==> src/verilog/pinmux_pkg.sv <==
package pinmux_pkg;
    // Register byte offsets on the Avalon-MM slave
    localparam logic [5:0] OFS_CTRL = 6'h00;
    localparam logic [5:0] OFS_STATUS = 6'h04;
    localparam logic [5:0] OFS_HI_DIR = 6'h08;
    localparam logic [5:0] OFS_HI_DATA = 6'h0C;
    localparam logic [5:0] OFS_LO_DIR = 6'h10;
    localparam logic [5:0] OFS_LO_DATA = 6'h14;
    localparam logic [5:0] OFS_CTL_DIR = 6'h18;
    localparam logic [5:0] OFS_CTL_DATA = 6'h1C;
    localparam logic [5:0] OFS_HI_PINS = 6'h20;
    localparam logic [5:0] OFS_LO_PINS = 6'h24;
    localparam logic [5:0] OFS_CTL_PINS = 6'h28;
    // Control register field positions
    localparam int CTRL_WIDE = 0;
    localparam int CTRL_STALL = 1;
    localparam int CTRL_REQOUT = 2;
    localparam int CTRL_RELEASE = 3;
    // Operating modes
    localparam logic [2:0] MODE_SINGLE_A = 3'h3;
    localparam logic [2:0] MODE_SINGLE_B = 3'h7;
    localparam logic [2:0] MODE_RESET = 3'h7;
    // Reset values
    localparam logic [3:0] CTRL_RESET = 4'h0;
    localparam logic [7:0] DIR_RESET = 8'h00;
    localparam logic [7:0] DATA_RESET = 8'h00;
    // Bit of the control port that carries the clock output
    localparam int CLK_PIN = 7;
    // Consecutive samples an interrupt pin must hold before it is believed
    localparam int IRQ_FILTER_LEN = 4;
    typedef enum logic {SL_IDLE, SL_ANSWER} slave_state_t;
endpackage

==> src/verilog/pad_mux_if.sv <==
`timescale 1ns/1ps
interface pad_mux_if #(parameter int W = 8);
    logic [W-1:0] dir;
    logic [W-1:0] data;
    logic [W-1:0] alt_en;
    logic [W-1:0] alt_dir;
    logic [W-1:0] alt_val;
    logic [W-1:0] tx;
    logic [W-1:0] oe_n;
    modport ctrl (output dir, data, alt_en, alt_dir, alt_val, input tx, oe_n);
    modport mux (input dir, data, alt_en, alt_dir, alt_val, output tx, oe_n);
endinterface

==> src/verilog/port_def_mode_pin_mux.sv <==
// Function
// - High-byte pins are data bus in expanded modes, general I/O in modes 3, 7.
// - Low-byte pins are data bus only for expanded 16-bit bus, else general I/O.
// - Expanded: clock pin drives system clock when direction bit 1, reset 1.
// - Single-chip: clock pin direction bit resets to 0, pin starts as input.
// - Expanded: four pins output address, read, upper and lower write strobes.
// - Single-chip: four interrupt pins are general I/O and feed requests 3 to 0.
// - Interrupt request inputs pass through hysteresis input buffers.
// - Expanded, stall and request-out enables both 0: shared pin I/O plus request 2.
// - Expanded, stall enable 1, request-out 0: shared pin is wait input, feeds request 2.
// - Expanded, stall 0, request-out 1: shared pin drives bus request output.
// - Expanded, release enable 0: two pins are I/O feeding requests 1 and 0.
// - Expanded, release enable 1: bus request input and bus acknowledge output.
`timescale 1ns/1ps
module port_def_mode_pin_mux #(
    parameter int IRQ_LEN = pinmux_pkg::IRQ_FILTER_LEN
) (
    input wire logic clk,
    input wire logic nrst,
    input wire logic [2:0] mode_strap,
    input wire logic [5:0] address,
    input wire logic read,
    input wire logic write,
    input wire logic [31:0] writedata,
    output logic [31:0] readdata,
    output logic waitrequest,
    input wire logic [15:0] bus_dout,
    input wire logic bus_dout_en,
    output logic [15:0] bus_din,
    input wire logic address_strobe_n,
    input wire logic read_strobe_n,
    input wire logic upper_write_strobe_n,
    input wire logic lower_write_strobe_n,
    output logic bus_stall_n,
    input wire logic bus_request_output_n,
    output logic bus_request_input_n,
    input wire logic bus_ack_n,
    output logic [3:0] irq_req_n,
    input wire logic [7:0] hi_pad_rx,
    output logic [7:0] hi_pad_tx,
    output logic [7:0] hi_pad_oe_n,
    input wire logic [7:0] lo_pad_rx,
    output logic [7:0] lo_pad_tx,
    output logic [7:0] lo_pad_oe_n,
    input wire logic [7:0] ctl_pad_rx,
    output logic [7:0] ctl_pad_tx,
    output logic [7:0] ctl_pad_oe_n
);
    logic rst_meta_q;
    logic rst_sync_n_q;
    logic rst_n;
    logic init_q;
    logic [2:0] mode_q;
    logic single_chip;
    logic expanded;
    pinmux_pkg::slave_state_t state_q;
    logic [31:0] readdata_q;
    logic [31:0] rd_word;
    logic wr_ok;
    logic wide_bus_q;
    logic bus_stall_enable_q;
    logic bus_request_out_enable_q;
    logic bus_release_enable_q;
    logic [7:0] hi_dir_q;
    logic [7:0] hi_data_q;
    logic [7:0] lo_dir_q;
    logic [7:0] lo_data_q;
    logic [7:0] ctl_dir_q;
    logic [7:0] ctl_data_q;
    logic [7:0] ctl_alt_en;
    logic [7:0] ctl_alt_dir;
    logic [7:0] ctl_alt_val;
    logic [15:0] bus_din_q;
    logic bus_stall_n_q;
    logic bus_request_input_n_q;
    logic [3:0] irq_clean;

    // Two-stage reset release
    always_ff @(posedge clk or negedge nrst) begin
        if (!nrst) begin
            rst_meta_q <= 1'b0;
            rst_sync_n_q <= 1'b0;
        end else begin
            rst_meta_q <= 1'b1;
            rst_sync_n_q <= rst_meta_q;
        end
    end
    assign rst_n = rst_sync_n_q;

    // Mode strap is caught on the first edge after release; until then the
    // reset mode is single-chip so every pin stays an input.
    always_ff @(posedge clk or negedge rst_n) begin
        if (!rst_n) begin
            init_q <= 1'b0;
            mode_q <= pinmux_pkg::MODE_RESET;
        end else if (!init_q) begin
            init_q <= 1'b1;
            mode_q <= mode_strap;
        end
    end

    assign single_chip = (mode_q == pinmux_pkg::MODE_SINGLE_A) ||
                         (mode_q == pinmux_pkg::MODE_SINGLE_B);
    assign expanded = init_q && !single_chip;

    // Avalon slave: one wait cycle, then the answer cycle
    always_ff @(posedge clk or negedge rst_n) begin
        if (!rst_n) begin
            state_q <= pinmux_pkg::SL_IDLE;
        end else begin
            case (state_q)
                pinmux_pkg::SL_IDLE: begin
                    if ((read || write) && init_q) begin
                        state_q <= pinmux_pkg::SL_ANSWER;
                    end
                end
                pinmux_pkg::SL_ANSWER: begin
                    state_q <= pinmux_pkg::SL_IDLE;
                end
                default: begin
                    state_q <= pinmux_pkg::SL_IDLE;
                end
            endcase
        end
    end

    assign waitrequest = (state_q != pinmux_pkg::SL_ANSWER);
    assign wr_ok = write && (state_q == pinmux_pkg::SL_ANSWER);

    always_comb begin
        case (address)
            pinmux_pkg::OFS_CTRL: begin
                rd_word = 32'({bus_release_enable_q, bus_request_out_enable_q,
                               bus_stall_enable_q, wide_bus_q});
            end
            pinmux_pkg::OFS_STATUS: begin
                rd_word = 32'({expanded, single_chip, mode_q});
            end
            pinmux_pkg::OFS_HI_DIR: rd_word = 32'(hi_dir_q);
            pinmux_pkg::OFS_HI_DATA: rd_word = 32'(hi_data_q);
            pinmux_pkg::OFS_LO_DIR: rd_word = 32'(lo_dir_q);
            pinmux_pkg::OFS_LO_DATA: rd_word = 32'(lo_data_q);
            pinmux_pkg::OFS_CTL_DIR: rd_word = 32'(ctl_dir_q);
            pinmux_pkg::OFS_CTL_DATA: rd_word = 32'(ctl_data_q);
            pinmux_pkg::OFS_HI_PINS: rd_word = 32'(hi_pad_rx);
            pinmux_pkg::OFS_LO_PINS: rd_word = 32'(lo_pad_rx);
            pinmux_pkg::OFS_CTL_PINS: rd_word = 32'(ctl_pad_rx);
            default: rd_word = 32'(1'b0);
        endcase
    end

    // Read data is latched in the wait cycle so it stands through the answer
    always_ff @(posedge clk or negedge rst_n) begin
        if (!rst_n) begin
            readdata_q <= 32'(1'b0);
        end else if (state_q == pinmux_pkg::SL_IDLE && read && init_q) begin
            readdata_q <= rd_word;
        end
    end
    assign readdata = readdata_q;

    always_ff @(posedge clk or negedge rst_n) begin
        if (!rst_n) begin
            {bus_release_enable_q, bus_request_out_enable_q,
             bus_stall_enable_q, wide_bus_q} <= pinmux_pkg::CTRL_RESET;
        end else if (wr_ok && address == pinmux_pkg::OFS_CTRL) begin
            wide_bus_q <= writedata[pinmux_pkg::CTRL_WIDE];
            bus_stall_enable_q <= writedata[pinmux_pkg::CTRL_STALL];
            bus_request_out_enable_q <= writedata[pinmux_pkg::CTRL_REQOUT];
            bus_release_enable_q <= writedata[pinmux_pkg::CTRL_RELEASE];
        end
    end

    always_ff @(posedge clk or negedge rst_n) begin
        if (!rst_n) begin
            hi_dir_q <= pinmux_pkg::DIR_RESET;
            lo_dir_q <= pinmux_pkg::DIR_RESET;
        end else if (wr_ok) begin
            if (address == pinmux_pkg::OFS_HI_DIR) begin
                hi_dir_q <= writedata[7:0];
            end
            if (address == pinmux_pkg::OFS_LO_DIR) begin
                lo_dir_q <= writedata[7:0];
            end
        end
    end

    always_ff @(posedge clk or negedge rst_n) begin
        if (!rst_n) begin
            hi_data_q <= pinmux_pkg::DATA_RESET;
            lo_data_q <= pinmux_pkg::DATA_RESET;
            ctl_data_q <= pinmux_pkg::DATA_RESET;
        end else if (wr_ok) begin
            if (address == pinmux_pkg::OFS_HI_DATA) begin
                hi_data_q <= writedata[7:0];
            end
            if (address == pinmux_pkg::OFS_LO_DATA) begin
                lo_data_q <= writedata[7:0];
            end
            if (address == pinmux_pkg::OFS_CTL_DATA) begin
                ctl_data_q <= writedata[7:0];
            end
        end
    end

    // Clock pin direction takes its mode-dependent reset value at strap time
    always_ff @(posedge clk or negedge rst_n) begin
        if (!rst_n) begin
            ctl_dir_q <= pinmux_pkg::DIR_RESET;
        end else if (!init_q) begin
            ctl_dir_q[pinmux_pkg::CLK_PIN] <=
                (mode_strap != pinmux_pkg::MODE_SINGLE_A) &&
                (mode_strap != pinmux_pkg::MODE_SINGLE_B);
        end else if (wr_ok && address == pinmux_pkg::OFS_CTL_DIR) begin
            ctl_dir_q <= writedata[7:0];
        end
    end

    pad_mux_if #(.W(8)) hi_if ();
    pad_mux_if #(.W(8)) lo_if ();
    pad_mux_if #(.W(8)) ctl_if ();

    assign hi_if.dir = hi_dir_q;
    assign hi_if.data = hi_data_q;
    assign hi_if.alt_en = {8{expanded}};
    assign hi_if.alt_dir = {8{bus_dout_en}};
    assign hi_if.alt_val = bus_dout[15:8];

    assign lo_if.dir = lo_dir_q;
    assign lo_if.data = lo_data_q;
    assign lo_if.alt_en = {8{expanded && wide_bus_q}};
    assign lo_if.alt_dir = {8{bus_dout_en}};
    assign lo_if.alt_val = bus_dout[7:0];

    // When both stall and request-out are enabled the wait input wins, so
    // the pin is never driven against an external wait source.
    always_comb begin
        ctl_alt_en = 8'h00;
        ctl_alt_dir = 8'h00;
        ctl_alt_val = 8'hFF;
        if (expanded) begin
            ctl_alt_en[6:3] = 4'hF;
            ctl_alt_dir[6:3] = 4'hF;
            ctl_alt_val[6:3] = {address_strobe_n, read_strobe_n,
                                upper_write_strobe_n, lower_write_strobe_n};
            if (bus_stall_enable_q) begin
                ctl_alt_en[2] = 1'b1;
            end else if (bus_request_out_enable_q) begin
                ctl_alt_en[2] = 1'b1;
                ctl_alt_dir[2] = 1'b1;
                ctl_alt_val[2] = bus_request_output_n;
            end
            if (bus_release_enable_q) begin
                ctl_alt_en[1:0] = 2'h3;
                ctl_alt_dir[1] = 1'b1;
                ctl_alt_val[1] = bus_ack_n;
            end
        end
    end

    assign ctl_if.dir = ctl_dir_q;
    assign ctl_if.data = ctl_data_q;
    assign ctl_if.alt_en = ctl_alt_en;
    assign ctl_if.alt_dir = ctl_alt_dir;
    assign ctl_if.alt_val = ctl_alt_val;

    pad_mux #(.W(8)) u_hi (.clk(clk), .rst_n(rst_n), .pm(hi_if));
    pad_mux #(.W(8)) u_lo (.clk(clk), .rst_n(rst_n), .pm(lo_if));
    pad_mux #(.W(8)) u_ctl (.clk(clk), .rst_n(rst_n), .pm(ctl_if));

    assign hi_pad_tx = hi_if.tx;
    assign hi_pad_oe_n = hi_if.oe_n;
    assign lo_pad_tx = lo_if.tx;
    assign lo_pad_oe_n = lo_if.oe_n;
    // The clock pin carries clk itself; its enable follows the direction bit
    assign ctl_pad_tx = {clk, ctl_if.tx[6:0]};
    assign ctl_pad_oe_n = ctl_if.oe_n;

    // Wait and bus request inputs to the bus controller are idle-high unless enabled; bus_din always follows the pins
    always_ff @(posedge clk or negedge rst_n) begin
        if (!rst_n) begin
            bus_din_q <= 16'h0000;
            bus_stall_n_q <= 1'b1;
            bus_request_input_n_q <= 1'b1;
        end else begin
            bus_din_q <= {hi_pad_rx, lo_pad_rx};
            bus_stall_n_q <= (expanded && bus_stall_enable_q) ? ctl_pad_rx[2] : 1'b1;
            bus_request_input_n_q <= (expanded && bus_release_enable_q) ?
                                     ctl_pad_rx[0] : 1'b1;
        end
    end
    assign bus_din = bus_din_q;
    assign bus_stall_n = bus_stall_n_q;
    assign bus_request_input_n = bus_request_input_n_q;

    irq_filter #(.W(4), .LEN(IRQ_LEN)) u_irq (
        .clk(clk),
        .rst_n(rst_n),
        .raw(ctl_pad_rx[3:0]),
        .clean(irq_clean)
    );

    // Pin 3 is the lower write strobe in expanded modes, so request 3 idles
    assign irq_req_n = {expanded ? 1'b1 : irq_clean[3], irq_clean[2:0]};
endmodule

==> src/verilog/pad_mux.sv <==
`timescale 1ns/1ps
module pad_mux #(
    parameter int W = 8
) (
    input wire logic clk,
    input wire logic rst_n,
    pad_mux_if.mux pm
);
    // Alternate function owns a pin only while its enable is up
    always_ff @(posedge clk or negedge rst_n) begin
        if (!rst_n) begin
            pm.tx <= '0;
            pm.oe_n <= '1;
        end else begin
            pm.tx <= (pm.alt_en & pm.alt_val) | (~pm.alt_en & pm.data);
            pm.oe_n <= ~((pm.alt_en & pm.alt_dir) | (~pm.alt_en & pm.dir));
        end
    end
endmodule

==> src/verilog/irq_filter.sv <==
`timescale 1ns/1ps
module irq_filter #(
    parameter int W = 4,
    parameter int LEN = 4
) (
    input wire logic clk,
    input wire logic rst_n,
    input wire logic [W-1:0] raw,
    output logic [W-1:0] clean
);
    localparam int CW = $clog2(LEN) + 1;
    // Digital stand-in for input hysteresis: a level must hold LEN samples
    for (genvar i = 0; i < W; i++) begin : g_bit
        logic [CW-1:0] cnt_q;
        always_ff @(posedge clk or negedge rst_n) begin
            if (!rst_n) begin
                cnt_q <= '0;
                clean[i] <= 1'b1;
            end else if (raw[i] == clean[i]) begin
                cnt_q <= '0;
            end else if (cnt_q == CW'(LEN - 1)) begin
                cnt_q <= '0;
                clean[i] <= raw[i];
            end else begin
                cnt_q <= cnt_q + CW'(1);
            end
        end
    end
endmodule

==> config.mk <==
export PLATFORM = sky130hd
export DESIGN_NAME = port_def_mode_pin_mux
export DESIGN_NICKNAME = d
export VERILOG_FILES = /design/src/verilog/pinmux_pkg.sv /design/src/verilog/pad_mux_if.sv /design/src/verilog/port_def_mode_pin_mux.sv /design/src/verilog/pad_mux.sv /design/src/verilog/irq_filter.sv
export SDC_FILE = /design/constraint.sdc
export NUM_CORES = 1
export LEC_CHECK = 0
export ABC_AREA = 1
export BUFFER_PORTS_ARGS = -buffer_cell sky130_fd_sc_hd__buf_2
export CAP_MARGIN = 0
export CORE_MARGIN = 3
export CORE_UTILIZATION = 40
export DETAILED_ROUTE_END_ITERATION = 8
export PLACE_DENSITY = 0.73
export SYNTH_ARGS = -nofsm -noshare
export SYNTH_HDL_FRONTEND = slang
export SYNTH_SLANG_ARGS = --single-unit
==> constraint.sdc <==
create_clock -name clk -period 4.9 [get_ports clk]
set_input_delay 0.735 -clock clk [delete_from_list [all_inputs] [get_ports clk]]
set_output_delay 0.735 -clock clk [all_outputs]
set_load 0.02 [all_outputs]
==> metrics.cfg <==
[synthesis]
synth_top_family_by_area=simple AND/OR/NAND/NOR gates
synth_cell_types=30
synth.mux.area_fraction=0.00353
yosysWarnings=0
synth.top_cell.area_share=0.451
seq_area_frac_synth=0.587
synth-xor-area-share=0.00549
synth.avg_cell_area_um2=9.18
synth_top_cell_by_area=dfrtp_1
synth_simple_gate_area_frac=0.250
synth_flop_cell=dfrtp_1
synth_adder_area_share=0.00784
netlist_area_um2=6380
synth_top_cells_by_area=dfrtp_1 (45%), dfstp_2 (14%), nand2_1 (13%)
ys_async_sr_fraction=1.00
synth.ff_latch_count=148
synth_compound_area_frac=0.0624
synthCells=695
synth_edf_count=0

[placed_design]
dpl_cell_area_um2=7140
io_buffers=146
place_ws_ns=1.58
dp_hpwl_mm=12.2
routabilityCongestion=0.863
dpl.cell_count=1028

[job]
drv_cap=0

[hold_path]
hold_path_class=in2reg

[power]
share_comb_of_total_power=0.126
seqPwrFrac=0.438
powerDensity_nw_per_um2=418
ir_worst_vdd_mv=0.292
swShare=0.262
clockPowerShare=0.437
p_switching_uw=857
p_total_mw=3.26
p_leak_nw=4.00
p_int_mw=2.41

[grt]
first_global_vias=4993
antenna_found_initial=1
grt_pass1_wl_mm=26.7
grt_overflow=0
grt_max_degree=66
grt_usage=0.201

[route]
drt-wirelength-per-cell_um=16.0
via_count=5178
drt-vias-per-instance=4.86
postRouteWirelength_mm=17.0
drt-initial-drc-count=453
ant_nets=0
drc=0
drtPass1Iterations=5

[critical_path]
cp_max_fo=2
rrSetupSlack_ns=2.64
cp-start-kind=clock port
cp-end-kind=output port
crit_type=clk2out
required_ns=4.16
cp.arrival_ns=2.84

[die]
start_util=0.414
rows=45
dieArea_um2=17500
die_height_um=132
die_w_um=132
core_um2=15400
ios=195

[clock_tree]
cts_setup_buffers=0
path_clk_slew_ns=0.06
clk_latency_ns=0.54
cts_tree=done

[finish]
area_growth_pct=22.5
nFillCells=1476
final_util=0.507
layout.cells.non_filler=1065
mostFrequentLayoutCells=nand2_1 (213), buf_2 (146), dfrtp_1 (114)
layout.nets=936
layout-drive-gt1-share=0.285
multi_input_area_um2=2200
layout_commonest_cell=nand2_1
fin_area_um2=7820
seq_area_um2=3750

[timing]
worstMarginPinSlew_ns=0.939
slew_viol_final=0
setup_viol=0
hold_viol_final=0
worst_slack_ns=1.32
whs_ns=0.316
skew_ns=0.0106
rsz0062_at_grt=false
max_slew_margin=0.373
setup_tns_ns=0

[run_status]
status=finished, final reports clean

==> synthesized netlist by cell type, drive strengths merged (5+ instances only) <==
cell type,count
buf,47
nand4,13
o21ai,74
nor2,51
nor3b,5
nand2,216
dfrtp,115
inv,46
dfstp,33
nand3,68
==> cell type report <==
type,instances,area share
sequential,148,0.480
multi-input combinational,474,0.281
timing repair buffer,149,0.0970
clock buffer,28,0.0732
tap,211,0.0338
inverter,46,0.0221
clock inverter,8,0.0126
antenna,1,0.000320
==> critical path, cell delays in order <==
cell	delay, ns
clkbuf_16	0.12
clkbuf_16	0.13
buf_2	0.15
==> what timing repair did <==
item	CTS	global route
hold endpoints to repair	2	0
hold buffers	1	0
gates resized for setup	0	0
==> cell families (layout without fill, tap and decap cells) <==
logic type               count (synthesis)  count (layout)
AND/OR/NAND/NOR                        360             360
AO/OA/AOI/OAI                           78              78
XOR/XNOR                                 4               4
flip-flops                             148             148
other                                    2              27
adder cells (fa/ha/maj)                  4               4
multiplexers                             2               2
buffers and inverters                   97             231
==> power by group through the flow <==
stage / Clock [mW] / Sequential (mW) / Combinational [mW]
floorplan: 0.0238 / 1.49 / 0.252
detailed placement: 0.0191 / 1.45 / 0.414
CTS: 1.46 / 1.43 / 0.417
finish: 1.43 / 1.43 / 0.410
global placement: 0.0191 / 1.44 / 0.402
global route: 1.51 / 1.44 / 0.454
==> routing by layer <==
layer	vias up	track usage	share of wire
li1	2474	-	-
met1	2429	0.268	0.44
met2	241	0.303	0.46
met3	32	0.0630	0.081
met4	2	0.0883	0.024
met5	-	0	0.00041
==> final timing paths <==
path                                 startpoint                       end  cells after the start
hold / removal                     lo_pad_rx[1]      bus_din[1]$_DFF_PN0_                      1
setup reg to reg               init_q$_DFF_PN0_   u_lo.pm.tx[4]$_DFF_PN0_                      6
min in group asynchronous       rst_n$_DFF_PN0_   u_hi.pm.tx[1]$_DFF_PN0_                      0
setup / recovery                            clk             ctl_pad_tx[7]                      3
max in group asynchronous       rst_n$_DFF_PN0_  u_ctl.pm.tx[0]$_DFF_PN0_                      1
hold reg to reg            rst_meta_q$_DFF_PN0_           rst_n$_DFF_PN0_                      0
==> sequential cells by signal (all words and copies together) (netlist names), 4 cells and up <==
name	count
ctl_dir_q	8
u_ctl.pm.oe_n	8
bus_din	16
lo_data_q	8
u_hi.pm.tx	8
u_lo.pm.tx	8
u_lo.pm.oe_n	8
readdata	8
u_irq.clean	4
hi_dir_q	8
ctl_data_q	8
u_ctl.pm.tx	7
u_hi.pm.oe_n	8
u_irq.g_bit.cnt_q	12
lo_dir_q	8
hi_data_q	8
No activity file was read; power rests on OpenSTA's default activity.
